===== src/hw/cctx_pkg.sv =====
package cctx_pkg;

    // ------------------------------------------------------------
    // table geometry
    // ------------------------------------------------------------
    localparam int NUM_ENTRIES = 5;
    localparam int HANDLE_W = 3;
    localparam int ID_W = 29;
    localparam int LEN_W = 4;
    localparam int PERIOD_W = 16;
    localparam logic [LEN_W-1:0] MAX_LEN = 4'h8;
    localparam logic [PERIOD_W-1:0] MIN_PERIOD = 16'h0005;
    localparam logic [HANDLE_W-1:0] NO_HANDLE = 3'h7;
    localparam logic [7:0] VALID_PORT = 8'h01;

    // ------------------------------------------------------------
    // time base: one period unit is 0.1 ms
    // ------------------------------------------------------------
    localparam int UNIT_NS = 100000;
    localparam int CLK_NS = 8;
    localparam int TICK_CYCLES_DEF = (UNIT_NS + CLK_NS - 1) / CLK_NS;

    // ------------------------------------------------------------
    // register byte offsets
    // ------------------------------------------------------------
    localparam logic [7:0] OFF_STATUS = 8'h00;
    localparam logic [7:0] OFF_CMD = 8'h04;
    localparam logic [7:0] OFF_RESULT = 8'h08;
    localparam logic [7:0] OFF_STG_ID = 8'h0C;
    localparam logic [7:0] OFF_STG_LEN = 8'h10;
    localparam logic [7:0] OFF_STG_DLO = 8'h14;
    localparam logic [7:0] OFF_STG_DHI = 8'h18;
    localparam logic [7:0] OFF_REG_ACC = 8'h1C;
    localparam logic [7:0] OFF_REG_RD = 8'h20;
    localparam logic [7:0] OFF_IRQ_ST = 8'h24;
    localparam logic [7:0] OFF_IRQ_MSK = 8'h28;
    localparam logic [7:0] OFF_TABLE = 8'h2C;
    localparam logic [7:0] OFF_PORT = 8'h30;

    // ------------------------------------------------------------
    // field positions
    // ------------------------------------------------------------
    localparam int CMD_OP_LSB = 0;
    localparam int CMD_HANDLE_LSB = 4;
    localparam int RES_FAIL_BIT = 4;
    localparam int RES_PORT_BIT = 5;
    localparam int STG_EXT_BIT = 29;
    localparam int STG_RTR_BIT = 30;
    localparam int STG_PERIOD_LSB = 16;
    localparam int RA_VAL_LSB = 16;
    localparam int RA_READ_BIT = 24;
    localparam int ST_BUF_FULL_BIT = 8;
    localparam int TBL_EN_LSB = 8;

    // interrupt event bits
    localparam int IRQ_W = 5;
    localparam int IRQ_DONE = 0;
    localparam int IRQ_FAIL = 1;
    localparam int IRQ_SENT = 2;
    localparam int IRQ_PORT = 3;
    localparam int IRQ_RDDONE = 4;

    // ------------------------------------------------------------
    // types
    // ------------------------------------------------------------
    typedef enum logic [2:0] {
        OP_NOP = 3'h0,
        OP_ADD = 3'h1,
        OP_REMOVE = 3'h2,
        OP_START = 3'h3,
        OP_STOP = 3'h4,
        OP_FLUSH = 3'h5
    } cctx_op_e;

    typedef enum logic [2:0] {
        S_IDLE = 3'b001,
        S_READ = 3'b010,
        S_SEND = 3'b100
    } cctx_state_e;

    // packed so that bus_off lands in bit 7 and rx_avail in bit 0
    typedef struct packed {
        logic bus_off;
        logic error;
        logic tx_busy;
        logic rx_busy;
        logic tx_done;
        logic tx_buf_free;
        logic overrun;
        logic rx_avail;
    } cctx_status_s;

    typedef struct packed {
        logic ext;
        logic rtr;
        logic [LEN_W-1:0] len;
        logic [ID_W-1:0] id;
        logic [63:0] data;
    } cctx_frame_s;

endpackage


===== src/hw/cctx_entry_mem.sv =====
`timescale 1ns/100ps
module cctx_entry_mem
    import cctx_pkg::*;
(
    // clock and reset
    input wire logic pclk,
    input wire logic presetn,
    // write port
    input wire logic wr_en,
    input wire logic [HANDLE_W-1:0] wr_addr,
    input cctx_pkg::cctx_frame_s wr_data,
    // read port, data one cycle after rd_en
    input wire logic rd_en,
    input wire logic [HANDLE_W-1:0] rd_addr,
    output cctx_pkg::cctx_frame_s rd_data
);
    cctx_frame_s mem [NUM_ENTRIES];
    cctx_frame_s rd_data_r;

    // ------------------------------------------------------------
    // storage, no reset: contents only matter once a slot is valid
    // ------------------------------------------------------------
    always_ff @(posedge pclk)
    begin
        if (wr_en)
            mem[wr_addr] <= wr_data;
    end

    // registered read
    always_ff @(posedge pclk or negedge presetn)
    begin
        if (!presetn)
            rd_data_r <= '0;
        else if (rd_en)
            rd_data_r <= mem[rd_addr];
    end

    assign rd_data = rd_data_r;
endmodule


===== src/hw/cctx_top.sv =====
// What this block does
// - bits 7..4 report bus-off, error, transmit, receive
// - bits 3..0 report done, buffer free, overrun, data
// - table holds at most five periodic entries
// - add returns handle; lower handle wins priority
// - entry format bit selects standard or extended id
// - entry remote flag sends remote frame, else data
// - period counted in 0.1 ms, minimum five
// - add with full table fails, no handle
// - started entry sends once every period
// - stopped entry keeps its stored contents
// - removed entry frees its slot
// - byte write forwarded to controller register unchanged
// - byte read returns controller register value
// - flush request empties on-board message buffer
// - only port 1; others give port error
`timescale 1ns/100ps
module cctx_top
    import cctx_pkg::*;
#(
    parameter int TICK_CYCLES = TICK_CYCLES_DEF
)
(
    // clock and reset
    input wire logic pclk,
    input wire logic presetn,
    // apb slave
    input wire logic psel,
    input wire logic penable,
    input wire logic pwrite,
    input wire logic [11:0] paddr,
    input wire logic [31:0] pwdata,
    output logic [31:0] prdata,
    output logic pready,
    output logic pslverr,
    // controller side
    input cctx_pkg::cctx_status_s ctl_status,
    input wire logic message_buffer_full,
    output logic [15:0] ctl_addr,
    output logic [7:0] ctl_wdata,
    output logic ctl_wr,
    output logic ctl_rd,
    input wire logic [7:0] ctl_rdata,
    output logic flush_message_buffer,
    // periodic frame output
    output logic tx_valid,
    output cctx_pkg::cctx_frame_s tx_frame,
    input wire logic tx_ready,
    // interrupt
    output logic irq
);
    // ------------------------------------------------------------
    // helpers
    // ------------------------------------------------------------
    // lowest set bit, used for free slot search and due selection
    function automatic logic [HANDLE_W-1:0] lowest_set(input logic [NUM_ENTRIES-1:0] v);
        logic [HANDLE_W-1:0] r;
        r = NO_HANDLE;
        for (int i = NUM_ENTRIES - 1; i >= 0; i--)
            if (v[i])
                r = HANDLE_W'(i);
        return r;
    endfunction

    function automatic logic is_reg(input logic [11:0] a, input logic [7:0] off);
        return (a[11:8] == 4'h0) && (a[7:0] == off);
    endfunction

    // ------------------------------------------------------------
    // state
    // ------------------------------------------------------------
    logic [31:0] prdata_r;
    logic pready_r, pslverr_r;
    logic [2:0] cmd_op_r;
    logic [HANDLE_W-1:0] cmd_handle_r;
    logic cmd_go_r;
    logic [HANDLE_W-1:0] res_handle_r;
    logic res_fail_r, res_port_r;
    logic [31:0] stg_id_r, stg_len_r, stg_dlo_r, stg_dhi_r;
    logic [7:0] port_r;
    logic [15:0] ctl_addr_r;
    logic [7:0] ctl_wdata_r, reg_rd_r;
    logic ctl_wr_r, ctl_rd_r, rd_wait_r, flush_r;
    logic [IRQ_W-1:0] irq_st_r, irq_msk_r, irq_ev;
    logic irq_r;
    logic [NUM_ENTRIES-1:0] valid_r, en_r, pend_r, due, pend_clr;
    logic [PERIOD_W-1:0] period_r [NUM_ENTRIES];
    logic [PERIOD_W-1:0] cnt_r [NUM_ENTRIES];
    logic [$clog2(TICK_CYCLES)-1:0] tick_cnt_r;
    logic tick;
    cctx_state_e state_r;
    logic tx_valid_r;
    cctx_frame_s tx_frame_r, mem_rd, mem_wr;
    logic mem_we, mem_re, sent;

    logic setup, wr_acc, rd_acc, mapped, port_ok, cmd_ok;
    logic [HANDLE_W-1:0] free_slot, due_sel;
    logic [NUM_ENTRIES-1:0] h_onehot;
    logic [PERIOD_W-1:0] stg_period;

    assign setup = psel && !penable;
    assign wr_acc = psel && penable && pwrite && pready_r;
    assign rd_acc = setup && !pwrite;
    assign port_ok = (port_r == VALID_PORT);
    assign free_slot = lowest_set(~valid_r);
    assign due_sel = lowest_set(pend_r);
    assign h_onehot = NUM_ENTRIES'(1) << cmd_handle_r;
    assign stg_period = stg_len_r[STG_PERIOD_LSB +: PERIOD_W];

    // ------------------------------------------------------------
    // apb slave: answer registered in setup, ready in first access
    // ------------------------------------------------------------
    always_comb
    begin
        mapped = 1'b1;
        if (is_reg(paddr, OFF_STATUS)) ;
        else if (is_reg(paddr, OFF_CMD)) ;
        else if (is_reg(paddr, OFF_RESULT)) ;
        else if (is_reg(paddr, OFF_STG_ID)) ;
        else if (is_reg(paddr, OFF_STG_LEN)) ;
        else if (is_reg(paddr, OFF_STG_DLO)) ;
        else if (is_reg(paddr, OFF_STG_DHI)) ;
        else if (is_reg(paddr, OFF_REG_ACC)) ;
        else if (is_reg(paddr, OFF_REG_RD)) ;
        else if (is_reg(paddr, OFF_IRQ_ST)) ;
        else if (is_reg(paddr, OFF_IRQ_MSK)) ;
        else if (is_reg(paddr, OFF_TABLE)) ;
        else if (is_reg(paddr, OFF_PORT)) ;
        else
            mapped = 1'b0;
    end

    always_ff @(posedge pclk or negedge presetn)
    begin
        if (!presetn)
        begin
            pready_r <= 1'b0;
            pslverr_r <= 1'b0;
        end
        else
        begin
            pready_r <= setup;
            pslverr_r <= setup && !mapped;
        end
    end

    // read mux; status byte comes straight from the controller
    always_ff @(posedge pclk or negedge presetn)
    begin
        if (!presetn)
            prdata_r <= '0;
        else if (rd_acc)
        begin
            prdata_r <= '0;
            if (is_reg(paddr, OFF_STATUS))
            begin
                prdata_r[7:0] <= ctl_status;
                prdata_r[ST_BUF_FULL_BIT] <= message_buffer_full;
            end
            else if (is_reg(paddr, OFF_CMD))
            begin
                prdata_r[CMD_OP_LSB +: 3] <= cmd_op_r;
                prdata_r[CMD_HANDLE_LSB +: HANDLE_W] <= cmd_handle_r;
            end
            else if (is_reg(paddr, OFF_RESULT))
            begin
                prdata_r[HANDLE_W-1:0] <= res_handle_r;
                prdata_r[RES_FAIL_BIT] <= res_fail_r;
                prdata_r[RES_PORT_BIT] <= res_port_r;
            end
            else if (is_reg(paddr, OFF_STG_ID))
                prdata_r <= stg_id_r;
            else if (is_reg(paddr, OFF_STG_LEN))
                prdata_r <= stg_len_r;
            else if (is_reg(paddr, OFF_STG_DLO))
                prdata_r <= stg_dlo_r;
            else if (is_reg(paddr, OFF_STG_DHI))
                prdata_r <= stg_dhi_r;
            else if (is_reg(paddr, OFF_REG_ACC))
            begin
                prdata_r[15:0] <= ctl_addr_r;
                prdata_r[RA_VAL_LSB +: 8] <= ctl_wdata_r;
            end
            else if (is_reg(paddr, OFF_REG_RD))
                prdata_r[7:0] <= reg_rd_r;
            else if (is_reg(paddr, OFF_IRQ_ST))
                prdata_r[IRQ_W-1:0] <= irq_st_r;
            else if (is_reg(paddr, OFF_IRQ_MSK))
                prdata_r[IRQ_W-1:0] <= irq_msk_r;
            else if (is_reg(paddr, OFF_TABLE))
            begin
                prdata_r[NUM_ENTRIES-1:0] <= valid_r;
                prdata_r[TBL_EN_LSB +: NUM_ENTRIES] <= en_r;
            end
            else if (is_reg(paddr, OFF_PORT))
                prdata_r[7:0] <= port_r;
        end
    end

    // ------------------------------------------------------------
    // staging, port and mask registers
    // ------------------------------------------------------------
    always_ff @(posedge pclk or negedge presetn)
    begin
        if (!presetn)
        begin
            stg_id_r <= '0;
            stg_len_r <= '0;
            stg_dlo_r <= '0;
            stg_dhi_r <= '0;
            port_r <= VALID_PORT;
            irq_msk_r <= '0;
        end
        else if (wr_acc)
        begin
            if (is_reg(paddr, OFF_STG_ID))
                stg_id_r <= pwdata;
            if (is_reg(paddr, OFF_STG_LEN))
                stg_len_r <= pwdata;
            if (is_reg(paddr, OFF_STG_DLO))
                stg_dlo_r <= pwdata;
            if (is_reg(paddr, OFF_STG_DHI))
                stg_dhi_r <= pwdata;
            if (is_reg(paddr, OFF_PORT))
                port_r <= pwdata[7:0];
            if (is_reg(paddr, OFF_IRQ_MSK))
                irq_msk_r <= pwdata[IRQ_W-1:0];
        end
    end

    // command capture; executed on the following edge
    always_ff @(posedge pclk or negedge presetn)
    begin
        if (!presetn)
        begin
            cmd_op_r <= OP_NOP;
            cmd_handle_r <= '0;
            cmd_go_r <= 1'b0;
        end
        else
        begin
            cmd_go_r <= wr_acc && is_reg(paddr, OFF_CMD);
            if (wr_acc && is_reg(paddr, OFF_CMD))
            begin
                cmd_op_r <= pwdata[CMD_OP_LSB +: 3];
                cmd_handle_r <= pwdata[CMD_HANDLE_LSB +: HANDLE_W];
            end
        end
    end

    // ------------------------------------------------------------
    // controller register pass-through
    // ------------------------------------------------------------
    // a write to the access register strobes the controller once;
    // nothing is strobed when the selected port is wrong
    always_ff @(posedge pclk or negedge presetn)
    begin
        if (!presetn)
        begin
            ctl_addr_r <= '0;
            ctl_wdata_r <= '0;
            ctl_wr_r <= 1'b0;
            ctl_rd_r <= 1'b0;
            rd_wait_r <= 1'b0;
            reg_rd_r <= '0;
        end
        else
        begin
            ctl_wr_r <= 1'b0;
            ctl_rd_r <= 1'b0;
            rd_wait_r <= ctl_rd_r;
            if (wr_acc && is_reg(paddr, OFF_REG_ACC) && port_ok)
            begin
                ctl_addr_r <= pwdata[15:0];
                ctl_wdata_r <= pwdata[RA_VAL_LSB +: 8];
                ctl_wr_r <= !pwdata[RA_READ_BIT];
                ctl_rd_r <= pwdata[RA_READ_BIT];
            end
            if (ctl_rd_r)
                reg_rd_r <= ctl_rdata;
        end
    end

    // ------------------------------------------------------------
    // command execution and result
    // ------------------------------------------------------------
    assign cmd_ok = port_ok && (((cmd_op_r == OP_ADD) && !(&valid_r) && (stg_len_r[LEN_W-1:0] <= MAX_LEN)
                    && (stg_period >= MIN_PERIOD))
                    || (((cmd_op_r == OP_REMOVE) || (cmd_op_r == OP_START) || (cmd_op_r == OP_STOP))
                    && (cmd_handle_r < HANDLE_W'(NUM_ENTRIES)) && valid_r[cmd_handle_r])
                    || (cmd_op_r == OP_FLUSH));

    always_ff @(posedge pclk or negedge presetn)
    begin
        if (!presetn)
        begin
            res_handle_r <= NO_HANDLE;
            res_fail_r <= 1'b0;
            res_port_r <= 1'b0;
            flush_r <= 1'b0;
        end
        else
        begin
            flush_r <= cmd_go_r && cmd_ok && (cmd_op_r == OP_FLUSH);
            if (cmd_go_r)
            begin
                res_fail_r <= !cmd_ok;
                res_port_r <= !port_ok;
                if (cmd_op_r == OP_ADD)
                    res_handle_r <= cmd_ok ? free_slot : NO_HANDLE;
                else
                    res_handle_r <= cmd_handle_r;
            end
        end
    end

    // stored frame built from staging; length kept as given
    always_comb
    begin
        mem_wr.ext = stg_id_r[STG_EXT_BIT];
        mem_wr.rtr = stg_id_r[STG_RTR_BIT];
        mem_wr.len = stg_len_r[LEN_W-1:0];
        mem_wr.id = stg_id_r[STG_EXT_BIT] ? stg_id_r[ID_W-1:0] : {18'h00000, stg_id_r[10:0]};
        mem_wr.data = {stg_dhi_r, stg_dlo_r};
    end
    assign mem_we = cmd_go_r && cmd_ok && (cmd_op_r == OP_ADD);

    // ------------------------------------------------------------
    // table flags and period time base
    // ------------------------------------------------------------
    always_ff @(posedge pclk or negedge presetn)
    begin
        if (!presetn)
        begin
            valid_r <= '0;
            en_r <= '0;
        end
        else if (cmd_go_r && cmd_ok)
        begin
            case (cmd_op_r)
                OP_ADD: valid_r[free_slot] <= 1'b1;
                OP_REMOVE:
                begin
                    valid_r <= valid_r & ~h_onehot;
                    en_r <= en_r & ~h_onehot;
                end
                OP_START: en_r <= en_r | h_onehot;
                OP_STOP: en_r <= en_r & ~h_onehot;
                default: ;
            endcase
        end
    end

    // 0.1 ms tick shared by all entries
    always_ff @(posedge pclk or negedge presetn)
    begin
        if (!presetn)
            tick_cnt_r <= '0;
        else if (tick)
            tick_cnt_r <= '0;
        else
            tick_cnt_r <= tick_cnt_r + 1'b1;
    end
    assign tick = (tick_cnt_r == ($clog2(TICK_CYCLES))'(TICK_CYCLES - 1));

    // per-entry countdown, reloaded on start and on expiry
    for (genvar g = 0; g < NUM_ENTRIES; g++)
    begin : g_entry
        always_ff @(posedge pclk or negedge presetn)
        begin
            if (!presetn)
            begin
                period_r[g] <= '0;
                cnt_r[g] <= '0;
            end
            else
            begin
                if (mem_we && (free_slot == HANDLE_W'(g)))
                    period_r[g] <= stg_period;
                if (cmd_go_r && cmd_ok && (cmd_op_r == OP_START) && h_onehot[g])
                    cnt_r[g] <= period_r[g];
                else if (tick && en_r[g])
                    cnt_r[g] <= due[g] ? period_r[g] : cnt_r[g] - 1'b1;
            end
        end
        assign due[g] = tick && en_r[g] && (cnt_r[g] <= 16'h0001);
    end

    // pending clears: the entry just fetched, stopped or removed entries
    always_comb
    begin
        pend_clr = '0;
        if (mem_re)
            pend_clr[due_sel] = 1'b1;
        if (cmd_go_r && cmd_ok && ((cmd_op_r == OP_STOP) || (cmd_op_r == OP_REMOVE)))
            pend_clr = pend_clr | h_onehot;
    end

    // pending: expiry wins over a clear in the same cycle
    always_ff @(posedge pclk or negedge presetn)
    begin
        if (!presetn)
            pend_r <= '0;
        else
            pend_r <= (pend_r & ~pend_clr) | due;
    end

    // ------------------------------------------------------------
    // transmit sequencer: one frame at a time, lowest handle first
    // ------------------------------------------------------------
    assign mem_re = (state_r == S_IDLE) && (|pend_r);
    assign sent = (state_r == S_SEND) && tx_ready;

    always_ff @(posedge pclk or negedge presetn)
    begin
        if (!presetn)
        begin
            state_r <= S_IDLE;
            tx_valid_r <= 1'b0;
            tx_frame_r <= '0;
        end
        else
        begin
            case (state_r)
                S_IDLE:
                    if (|pend_r)
                        state_r <= S_READ;
                S_READ:
                begin
                    tx_frame_r <= mem_rd;
                    tx_valid_r <= 1'b1;
                    state_r <= S_SEND;
                end
                S_SEND:
                    if (tx_ready)
                    begin
                        tx_valid_r <= 1'b0;
                        state_r <= S_IDLE;
                    end
                default: state_r <= S_IDLE;
            endcase
        end
    end

    cctx_entry_mem u_mem (
        .pclk(pclk),
        .presetn(presetn),
        .wr_en(mem_we),
        .wr_addr(free_slot),
        .wr_data(mem_wr),
        .rd_en(mem_re),
        .rd_addr(due_sel),
        .rd_data(mem_rd)
    );

    // ------------------------------------------------------------
    // interrupts: sticky, write one to clear, set wins
    // ------------------------------------------------------------
    always_comb
    begin
        irq_ev = '0;
        irq_ev[IRQ_DONE] = cmd_go_r && cmd_ok;
        irq_ev[IRQ_FAIL] = cmd_go_r && !cmd_ok;
        irq_ev[IRQ_SENT] = sent;
        irq_ev[IRQ_PORT] = (cmd_go_r || (wr_acc && is_reg(paddr, OFF_REG_ACC))) && !port_ok;
        irq_ev[IRQ_RDDONE] = rd_wait_r;
    end

    always_ff @(posedge pclk or negedge presetn)
    begin
        if (!presetn)
        begin
            irq_st_r <= '0;
            irq_r <= 1'b0;
        end
        else
        begin
            if (wr_acc && is_reg(paddr, OFF_IRQ_ST))
                irq_st_r <= (irq_st_r & ~pwdata[IRQ_W-1:0]) | irq_ev;
            else
                irq_st_r <= irq_st_r | irq_ev;
            irq_r <= |(irq_st_r & irq_msk_r);
        end
    end

    // ------------------------------------------------------------
    // outputs
    // ------------------------------------------------------------
    assign prdata = prdata_r;
    assign pready = pready_r;
    assign pslverr = pslverr_r;
    assign ctl_addr = ctl_addr_r;
    assign ctl_wdata = ctl_wdata_r;
    assign ctl_wr = ctl_wr_r;
    assign ctl_rd = ctl_rd_r;
    assign flush_message_buffer = flush_r;
    assign tx_valid = tx_valid_r;
    assign tx_frame = tx_frame_r;
    assign irq = irq_r;
endmodule


===== config.mk =====
export PLATFORM = sky130hd
export DESIGN_NAME = cctx_top
export DESIGN_NICKNAME = d
export VERILOG_FILES = /design/src/hw/cctx_pkg.sv /design/src/hw/cctx_entry_mem.sv /design/src/hw/cctx_top.sv
export SDC_FILE = /design/constraint.sdc
export NUM_CORES = 1
export LEC_CHECK = 0
export ABC_AREA = 1
export BUFFER_PORTS_ARGS = -buffer_cell sky130_fd_sc_hd__buf_2
export CAP_MARGIN = 20
export CORE_AREA = 2 2 254 381
export DETAILED_ROUTE_END_ITERATION = 8
export DIE_AREA = 0 0 256 383
export GPL_TIMING_DRIVEN = 1
export PLACE_DENSITY = 0.67
export SYNTH_ARGS = -nofsm -noshare
export SYNTH_HDL_FRONTEND = slang
export SYNTH_SLANG_ARGS = --single-unit

===== constraint.sdc =====
create_clock -name pclk -period 11.8 [get_ports pclk]
set_clock_uncertainty 0.2 [all_clocks]
set_input_delay 0.59 -clock pclk [delete_from_list [all_inputs] [get_ports pclk]]
set_output_delay 0.59 -clock pclk [all_outputs]
set_load 0.05 [all_outputs]

* After elaboration in Yosys (flattened, before gate mapping) *
Memory sizes are Yosys's and may differ from the RTL's. A register that Yosys moved wholly into a read port is not among the register bits.
Cells that the tools add are included.

word-level totals
  bits in registers = 521
  RAM bits = 495
  output and inout bits = 162
  memories kept = 1

operators by class
  add/subtract/negate cells = 6
  order comparisons = 13
  eq/ne operators = 28
  shifts and indexed selects = 1
  muxes and demuxes = 112
  bitwise gates (word level) = 15
  reduce and logical (&&, ||, !) cells = 99

memories
  memory     words  bits a word  rd ports  clocked after Yosys merged registers in  write ports  line                  text
  u_mem.mem  5      99           1         1                                        1            cctx_entry_mem.sv:17  cctx_frame_s mem [NUM_ENTRIES];

operator list
  kind                     count
  $mux W16                 15
  $mux W8                  28
  $mux W32                 3
  $le A16 B1 Y1 const B    5
  $sub A16 B1 Y16 const B  5
  $logic_and A1 B1 Y1      60
  $mux W3                  16
  $eq A8 B6 Y1 const B     5
  $mux W5                  8
  $eq A8 B5 Y1 const B     4
  $or A5 B5 Y5             6
  $mux W29                 1
  $mux W26                 1
  $and A5 B5 Y5            5
  $mux W25                 1
  $mux W24                 1
  $mux W1                  23
  $mux W23                 1
  $not A5 Y5               4
  $pmux W5 S2              2
  $reduce_and A2 Y1        10
  $eq A8 B4 Y1 const B     2
  $ge A16 B3 Y1 const B    1
  $reduce_bool A2 Y1       8
  31 further kinds         59

* Depth between registers and ports, before layout *
Gate-level depths: netlist (run 1).

  depth in word-level cells = 38
  mapped depth = 17
  gate-level depth less buffers = 17

* Hierarchy *
A second synthesis (run 1) with hierarchy kept.

unflattened totals
  cell total of the unflattened synthesis = 5,151
  area total of the unflattened synthesis = 48,432.7 µm²

modules (own cells, without submodules)
  module          times used  cells each  area each (µm²)  sequential area each (µm²)
  cctx_top        1           3,149       25,383.1         13,043.8
  cctx_entry_mem  1           2,002       23,049.6         17,341.6

* Worst setup path after synthesis (run 1) *
OpenSTA, ideal clock, no wires.

  path type = flip-flop to flip-flop
  from = register cmd_handle_r[1]
  to = memory u_mem.mem[1][0] (netlist bit), enable pin
  setup time = 678 ps
  data arrival time = 8,352 ps
  slack = 2,570 ps
  stages on the path, launching flop included = 14
  path buffers = 0
  clock period less this slack = 9,230 ps
  path through = dfrtp_1 -> inv_2 -> nand2_1 -> inv_2 -> nand2_2 -> o22ai_1 -> nand3_1 -> nand3_2 -> nand2_1 -> inv_1 -> nand2_1 -> nor2_1 -> inv_1 -> nor3_1

on the way
  cells in the longest elaborated chain, start to end = 10
  elaborated cells between the ends (all ways) = 12
  those cells by class = order compare (1); mux (4); reduce/logical (7)

ends and longest elaborated chain
  what                                                                  line                  text
  start: declaration                                                    cctx_top.sv:75        logic [HANDLE_W-1:0] cmd_handle_r;
  start signal: assignment                                              cctx_top.sv:246       cmd_handle_r <= pwdata[CMD_HANDLE_LSB +: HANDLE_W];
  $bmux W1 S3 or $lt A3 B3 Y1 (tied branches)                           cctx_top.sv:290       && (cmd_handle_r < HANDLE_W'(NUM_ENTRIES)) && valid_r[cmd_handle_r])
  $mux W1 (implied by the code) or $logic_and A1 B1 Y1 (tied branches)  cctx_top.sv:290
  $logic_and A1 B1 Y1 *                                                 cctx_top.sv:290
  $logic_or A1 B1 Y1 *                                                  cctx_top.sv:289       || (((cmd_op_r == OP_REMOVE) || (cmd_op_r == OP_START) || (cmd_op_r == OP_STOP))
  $logic_or A1 B1 Y1 *                                                  cctx_top.sv:291       || (cmd_op_r == OP_FLUSH));
  $logic_and A1 B1 Y1 *                                                 cctx_top.sv:287       assign cmd_ok = port_ok && (((cmd_op_r == OP_ADD) && !(&valid_r) && (stg_len_r[LEN_W-1:0] <= MAX_LEN)
  $logic_and A1 B1 Y1 * (2 in series)                                   cctx_top.sv:326       assign mem_we = cmd_go_r && cmd_ok && (cmd_op_r == OP_ADD);
  $mux W1 *                                                             cctx_entry_mem.sv:25  if (wr_en)
  $mux W1 (implied by the code) *                                       cctx_entry_mem.sv:26  mem[wr_addr] <= wr_data;
  end: declaration                                                      cctx_entry_mem.sv:17

Every way passes the cells marked *; elsewhere a longest branch is shown, timed or not. The select of a mux whose other input is x is not followed.

* Worst setup path in the final report (run 1) *
  from = register stg_len_r[1]
  to = memory u_mem.mem[1][73] (netlist bit), enable pin

on the way
  cells in the longest elaborated chain, start to end = 10

ends and longest elaborated chain
  what                               line                  text
  start: declaration                 cctx_top.sv:79        logic [31:0] stg_id_r, stg_len_r, stg_dlo_r, stg_dhi_r;
  start signal: assignment           cctx_top.sv:219       stg_len_r <= pwdata;
  $le A4 B4 Y1                       cctx_top.sv:287
  $logic_and A1 B1 Y1                cctx_top.sv:287
  $logic_and A1 B1 Y1                cctx_top.sv:288       && (stg_period >= MIN_PERIOD))
  $logic_or A1 B1 Y1                 cctx_top.sv:289
  $logic_or A1 B1 Y1                 cctx_top.sv:291
  $logic_and A1 B1 Y1                cctx_top.sv:287
  $logic_and A1 B1 Y1 (2 in series)  cctx_top.sv:326
  $mux W1                            cctx_entry_mem.sv:25
  $mux W1 (implied by the code)      cctx_entry_mem.sv:26

Every way passes these cells.

==> out/metrics.cfg, run 1 <==
[timing]
slew_violations = 0
rsz0062_at_grt = no
totalNegativeSetupSlack_ns = 0
min_period_ns = 4.38
finalHoldViolCount = 0
period_share = 0.371
finalSetupViolations = 0
fmax_mhz = 228
maxSlewHeadroom = 0.273
worstMarginPinSlew_ns = 1.09

[clock_network]
cts.repair.resized = 0
post_cts_buffers = 0
cts_buffers = 102
clock_path_buffers = 3
clkSinkCount = 1115
cts_tree = yes
cts_max_level = 3
root_buffer = clkbuf_16
ctsHoldBuffers = 25
clkTransAtPathRegs_ns = 0.07
clk_latency_ns = 0.74

[yosys]
ys_seq_elements = 1115
ys_top_cells_by_area = dfrtp_1 (33%), edfxtp_1 (32%), nand2_1 (10%)
syn_nets = 4800
synth_flop_cell = dfrtp_1
synth.avg_cell_area_um2 = 9.95
async_flop_share = 0.556
syn_area_um2 = 47000
synth_commonest_cells = nand2_1 (1292), o21ai_0 (688), dfrtp_1 (615)
netlist-cell-type-count = 52
synth.most_common_cell = nand2_1
synth-seq-area-share = 0.647
synth_edf_count = 495
synth_top_cell_by_area = dfrtp_1
syn_inst = 4722
yosysWarnings = 0
synth_top_area_frac = 0.327

[grt]
grt_max_degree = 160
antenna_found_initial = 2
grt_pass1_vias = 33400
grt_util_all_layers = 0.286
grt.overflow.total = 0
grt_pass1_wl_um = 210000

[worst_setup_path]
required_ns = 11.95
reg2reg_to = u_mem.mem[1][73]$_DFFE_PP_
critPathCaptureType = register
critPathMaxStageDelay_ns = 0.85
worstSetupStartpoint = stg_len_r[1]$_DFFE_PN0P_
crit_end = u_mem.mem[1][73]$_DFFE_PP_
reg2reg_setup_slack_ns = 7.42
path_max_fanout = 59
critPathArrivalTime_ns = 4.52
path_cells = o31ai_1 -> nand3_1 -> nand3_2 -> nand2_1 -> inv_1 -> nand2_1 -> nor2_1 -> inv_1 -> nor3_2 -> buf_4 -> buf_4
cpMaxStageDelayCell = buf_4
critPathKind = register to register
worst_setup_path_start_kind = register
worstReg2RegStart = stg_len_r[1]$_DFFE_PN0P_
reg2reg_depth = 11

[flow_run]
cap_viol_max_count = 0

[routing]
dr.pass1.iters = 7
routed_wirelength_um = 141000
wl_met1_um = 54400
vias = 35200
via_per_inst = 5.63
drt_iter0_drc = 3633
top_layer = met4
ant_nets = 0
wl_per_cell_um = 22.5
drc = 0
dr_wl_met2_um = 66400
wl_met3_um = 11400

[floorplan]
rows = 139
top_level_ports = 229
start_util = 0.494
dieArea_um2 = 98000
core_area_um2 = 95100
die_w_um = 256
die_h_um = 383

[place]
gp_congestion = 0.964
hpwlAfterDp_um = 94600
port_buffers = 228

[pwr]
leakagePower_nw = 22.1
irDropWorstVdd_mv = 0.133
finalPower_mw = 7.63
pwr_density_cell_nw_per_um2 = 143

[cells_and_area]
multi_input_area_um2 = 14500
drive_gt1_frac = 0.103
seq_area_um2 = 30400
nets = 4978
area_delta_synth_final_pct = 13.2
fill_cells = 8223
utilization = 0.559

[worst_hold_path]
hold_class = input pin to register

[run_status]
status = finished clean

per-stage QoR:
| stage | instance area (um2) | setup WS [ns] | instances | hold slack (ns) |
|---|---|---|---|---|
| final | 53200 | 7.42 | 6260 | 0.0324 |
| after global routing | 53200 | 7.17 | 6260 | 0.0427 |
| after CTS | 53000 | 7.54 | 6253 | 0.0000918 |
| after detailed placement | 49200 | 7.49 | 6034 | 0.237 |
| after global placement | 49200 | 7.53 | 6033 | 0.221 |
| after floorplan | 47000 | 2.57 | 4722 | 0.0944 |
flip-flops by register name, summed over array words and instances, names as in the netlist, 80 cells and up, named ones only:
name / count
u_mem.mem: 495
tx_frame: 99
u_mem.rd_data: 99
cnt_r: 80
period_r: 80
how the worst min path moves through the flow:
| stage | startpoint | to | slack, ns | cells past startpoint |
|---|---|---|---|---|
| 2_1_floorplan | presetn | asynchronous set/reset pin | 0.09 | 0 |
| 3_5_place_dp | rd_wait_r$_DFF_PN0_ | irq_st_r[4]$_DFF_PN0_ | 0.24 | 2 |
| 6_report | pwdata[31] | stg_id_r[31]$_DFFE_PN0P_ | 0.03 | 3 |
| 3_3_place_gp | rd_wait_r$_DFF_PN0_ | irq_st_r[4]$_DFF_PN0_ | 0.22 | 2 |
| 4_1_cts | ctl_status[4] | prdata[4]$_DFFE_PN0P_ | 0.00009 | 5 |
| 5_1_grt | pwdata[26] | stg_dlo_r[26]$_DFFE_PN0P_ | 0.04 | 3 |
layout make-up:
cell class	count	area share
Tap cell	1269	0.0299
Sequential cell	1115	0.571
Clock buffer	140	0.0533
Multi-Input combinational cell	3020	0.272
Antenna cell	1	0.0000471
Timing Repair Buffer	295	0.0344
Clock inverter	54	0.0132
Inverter	366	0.0259
worst max-delay path, delay by kind of cell (launching register included):
kind,cells,cell delay [ns]
compound gates,1,0.52
buf+inv,4,1.80
flops,1,0.46
simple gates,6,0.92
layout by cell type (no fill, tap or decap), drive strengths merged, types with 3 or more instances in the layout:
cell         netlist  final
a211oi            23     23
a21oi            114    114
a22oi             70     70
a31oi              6      6
a32oi              3      3
buf               36    270
bufinv             0     12
clkbuf           185    140
clkinv             1     32
clkinvlp           0      6
dfrtp            615    615
dfstp              5      5
dlygate4sd3        0     25
edfxtp           495    495
ha                11     11
inv              365    370
mux2              10     10
mux2i              9      9
nand2           1293   1293
nand3            103    103
nand3b             6      6
nand4             17     17
nor2             379    379
nor3              46     46
nor4              15     15
o2111ai            5      5
o211ai            26     26
o21ai            694    694
o221ai            17     17
o22a              70     70
o22ai              7      7
o31ai              5      5
or2               15     15
xnor2             27     27
xor2              36     36
power breakdown:
part	internal [mW]	leakage (nW)	switching (mW)	total, mW
clock network	1.97	1.71	1.51	3.48
registers	4.03	12.0	0.00188	4.03
logic	0.0217	8.38	0.0937	0.115
metal layers:
metal  track usage  up-vias
met5             0        -
met4         0.159        0
met3        0.0556      297
met2         0.462     1430
met1         0.365    17300
li1              -    16200
cells by family after synthesis:
family                   count (synthesis)  synth area share
XOR/XNOR                                63            0.0117
AND/OR/NAND/NOR                       1877             0.159
flip-flops                            1115             0.647
multiplexers                            19           0.00431
AO/OA/AOI/OAI                         1050             0.127
adder cells (fa/ha/maj)                 11           0.00293
buffers and inverters                  587            0.0476
Power figures use the tool's default switching activity.
==> inputs of run 2 (changes only) <==
Settings changed: PLACE_DENSITY 0.67 to 0.69.
Clock period 11.8 ns to 3.9 ns, I/O delays scaled along.
==> run 2 against run 1 <==
- final area increased by 1.9%
- final cell count grew 1.6%
- critical path depth is 5 higher
- clock-buffer cell count decreased by 8
- global-route usage up 0.41 points
- non-clock buffer count up 104
- largest cell class unchanged
- clock power grew to 3.0 times the previous value
- utilization is 1.1 points higher
- sequential power rose to 3.0 times the previous value
- largest power group unchanged
- flip-flop and latch count is the same
- worst setup slack worse by 7.0 ns
- worst hold slack improved by 0.0046 ns
==> out/metrics.cfg, run 2 (same netlist as run 1, synthesis figures left out) <==
[grt]
grt.overflow.total = 0  ; unchanged
grt_max_degree = 182  ; +14%
grt_pass1_wl_um = 214000  ; +1.5%
grt_pass1_vias = 34500  ; +3.5%
grt_util_all_layers = 0.290  ; +0.00411
antenna_found_initial = 9  ; +7

[routing]
drc = 0  ; unchanged
drt_iter0_drc = 3665  ; +0.88%
dr.pass1.iters = 6  ; -1
wl_per_cell_um = 22.3  ; -0.95%
vias = 35700  ; +1.5%
routed_wirelength_um = 142000  ; +0.68%
via_per_inst = 5.62  ; -0.15%
ant_nets = 0  ; unchanged

[timing]
finalHoldViolCount = 0  ; unchanged
min_period_ns = 3.44
finalSetupViolations = 0  ; unchanged
worstMarginPinSlew_ns = 1.03  ; -0.0528 ns
rsz0062_at_grt = no
period_share = 0.882
maxSlewHeadroom = 0.310  ; +0.0370
totalNegativeSetupSlack_ns = 0  ; unchanged
fmax_mhz = 291
slew_violations = 0  ; unchanged

[cells_and_area]
drive_gt1_frac = 0.116  ; +0.0129
nets = 5081  ; +2.1%
largest_register_ffs = 495  ; unchanged
utilization = 0.570  ; +0.0109
fill_cells = 8121  ; -1.2%
layout_commonest_cell = nand2_1
layout_common_cells = nand2_1 (1283), o21ai_0 (688), dfrtp_1 (615), edfxtp_1 (495), nor2_1 (359)
area_delta_synth_final_pct = 15.4
max_flop_register = u_mem.mem

[pwr]
switchingPower_mw = 4.84  ; +200%
swShare = 0.209  ; -0.00159
pwr_density_cell_nw_per_um2 = 426  ; +200%
pwr-share-comb = 0.017  ; +0.002
power_frac_seq = 0.529  ; about the same
irDropWorstVdd_mv = 0.365  ; +180%
intPower_mw = 18.2  ; +200%
leakagePower_nw = 22.6  ; +2.3%
power.share.clock = 0.454  ; -0.002

[clock_network]
clkTransAtPathRegs_ns = 0.06  ; about the same
cts_max_level = 3  ; unchanged
clock_path_buffers = 3  ; unchanged
cts_buffers = 101  ; -0.98%
root_buffer = clkbuf_16
cts.repair.resized = 0  ; unchanged
cts_tree = yes
clkSinkCount = 1115  ; unchanged
clk_latency_ns = 0.72  ; -0.02 ns

[worst_setup_path]
critPathMaxStageDelay_ns = 0.56  ; -0.29 ns
worstReg2RegStart = stg_len_r[1]$_DFFE_PN0P_
cp_common_cell = inv_1
crit_buf_inv = 7  ; +3
cp_top_family = buffers and inverters
critPathArrivalTime_ns = 3.83  ; -0.69 ns
required_ns = 4.29  ; -7.66 ns
reg2reg_depth = 10  ; -1
critPathCaptureType = register
critPathKind = input pin to register
path_max_fanout = 10  ; -83%
worst_setup_path_start_kind = input pin
reg2reg_setup_slack_ns = 0.48  ; -6.94 ns
reg2reg_to = u_mem.mem[1][73]$_DFFE_PP_
path_cells = buf_2 -> nor2_1 -> inv_1 -> nor3_1 -> inv_1 -> nor2_1 -> inv_1 -> nor2_2 -> inv_1 -> nand2_1 -> nor2_1 -> nand2_1 -> nand3_1 -> dlygate4sd3_1 -> o21a_1 -> dlygate4sd3_1
cpMaxStageDelayCell = dlygate4sd3_1

[floorplan]
rows = 139  ; unchanged
die_w_um = 256  ; unchanged
die_h_um = 383  ; unchanged
start_util = 0.494  ; unchanged
top_level_ports = 229  ; unchanged
core_area_um2 = 95100  ; unchanged
dieArea_um2 = 98000  ; unchanged

[worst_hold_path]
min_from = ctl_rdata[1]
hold_class = input pin to register
hold_path_depth = 3  ; unchanged
min_to = reg_rd_r[1]$_DFFE_PN0P_

[place]
gp_congestion = 0.977  ; +1.3%
port_buffers = 228  ; unchanged
hpwlAfterDp_um = 94600  ; about the same

[flow_run]
cap_viol_max_count = 0  ; unchanged

[run_status]
status = finished clean

## run 2: cell count changes in the layout (fill, tap and decap cells not counted), moves of 4 or more
cell           change
clkbuf_1          -10
clkinv_1           -4
buf_12            +14
buf_4             +52
diode_2            +4
dlygate4sd3_1     +42
clkinv_4           +4
clkinv_2           +8
## run 2: repair_timing
| action | 4_1_cts | 5_1_grt |
|---|---|---|
| endpoints found under the hold margin | 817 | 0 |
| buffers inserted | 0 | 0 |
| hold buffers | 68 | 0 |
## run 2: final cells by class
cell class                 count  area (um2)  share of cell area
multi-input combinational   3020       14500               0.267
antenna                        5        12.5            0.000231
inverter                     366        1380              0.0254
clock buffer                 132        2830              0.0521
clock inverter                57         699              0.0129
timing repair buffer         399        2840              0.0523
sequential                  1115       30400               0.561
tap                         1269        1590              0.0293
## run 2: tightest hold or removal path: cells and delay by family
family	cells	cell delay (ns)
buffers and inverters	2	0.61
multiplexers	1	0.12
## run 2: power groups by stage
stage,combinational [mW],sequential (mW),clock [mW]
after global placement,0.333,12.4,0
after global routing,0.421,12.2,11.1
after CTS,0.391,12.2,10.7
after detailed placement,0.334,12.4,0
final,0.391,12.2,10.5
after floorplan,0.0447,12.5,0
## run 2: worst max path at each step
stage	from	end	slack (ns)	cells past startpoint
global placement	stg_len_r[2]$_DFFE_PN0P_	u_mem.mem[1][73]$_DFFE_PP_	0.64	10
finish	paddr[7]	prdata[8]$_DFFE_PN0P_	0.46	16
global route	paddr[7]	prdata[8]$_DFFE_PN0P_	0.30	16
floorplan	port_r[5]$_DFFE_PN0P_	u_mem.mem[3][0]$_DFFE_PP_	-0.83	8
CTS	paddr[7]	prdata[8]$_DFFE_PN0P_	0.55	16
detailed placement	stg_len_r[1]$_DFFE_PN0P_	u_mem.mem[1][31]$_DFFE_PP_	0.59	10
## run 2: per-layer routing
layer | vias up | wire, um | GRT usage
met1 | 17300 | 54200 | 0.366
met2 | 1584 | 66100 | 0.463
met3 | 360 | 11200 | 0.0495
li1 | 16500 | - | -
met4 | 8 | 10300 | 0.193
met5 | - | 60 | 0
## run 2: stage by stage
stage | instance area, um2 | setup WS [ns] | std cells | power [mW] | hold slack, ns
after floorplan | 47000 | -0.826 | 4722 | 12.5 | -0.301
after global placement | 50000 | 0.636 | 6101 | 12.8 | 0.0241
after detailed placement | 50000 | 0.588 | 6101 | 12.8 | 0.0180
after CTS | 54200 | 0.554 | 6358 | 23.2 | 0.000629
after global routing | 54200 | 0.303 | 6359 | 23.7 | 0.0510
final | 54200 | 0.460 | 6363 | 23.1 | 0.0370
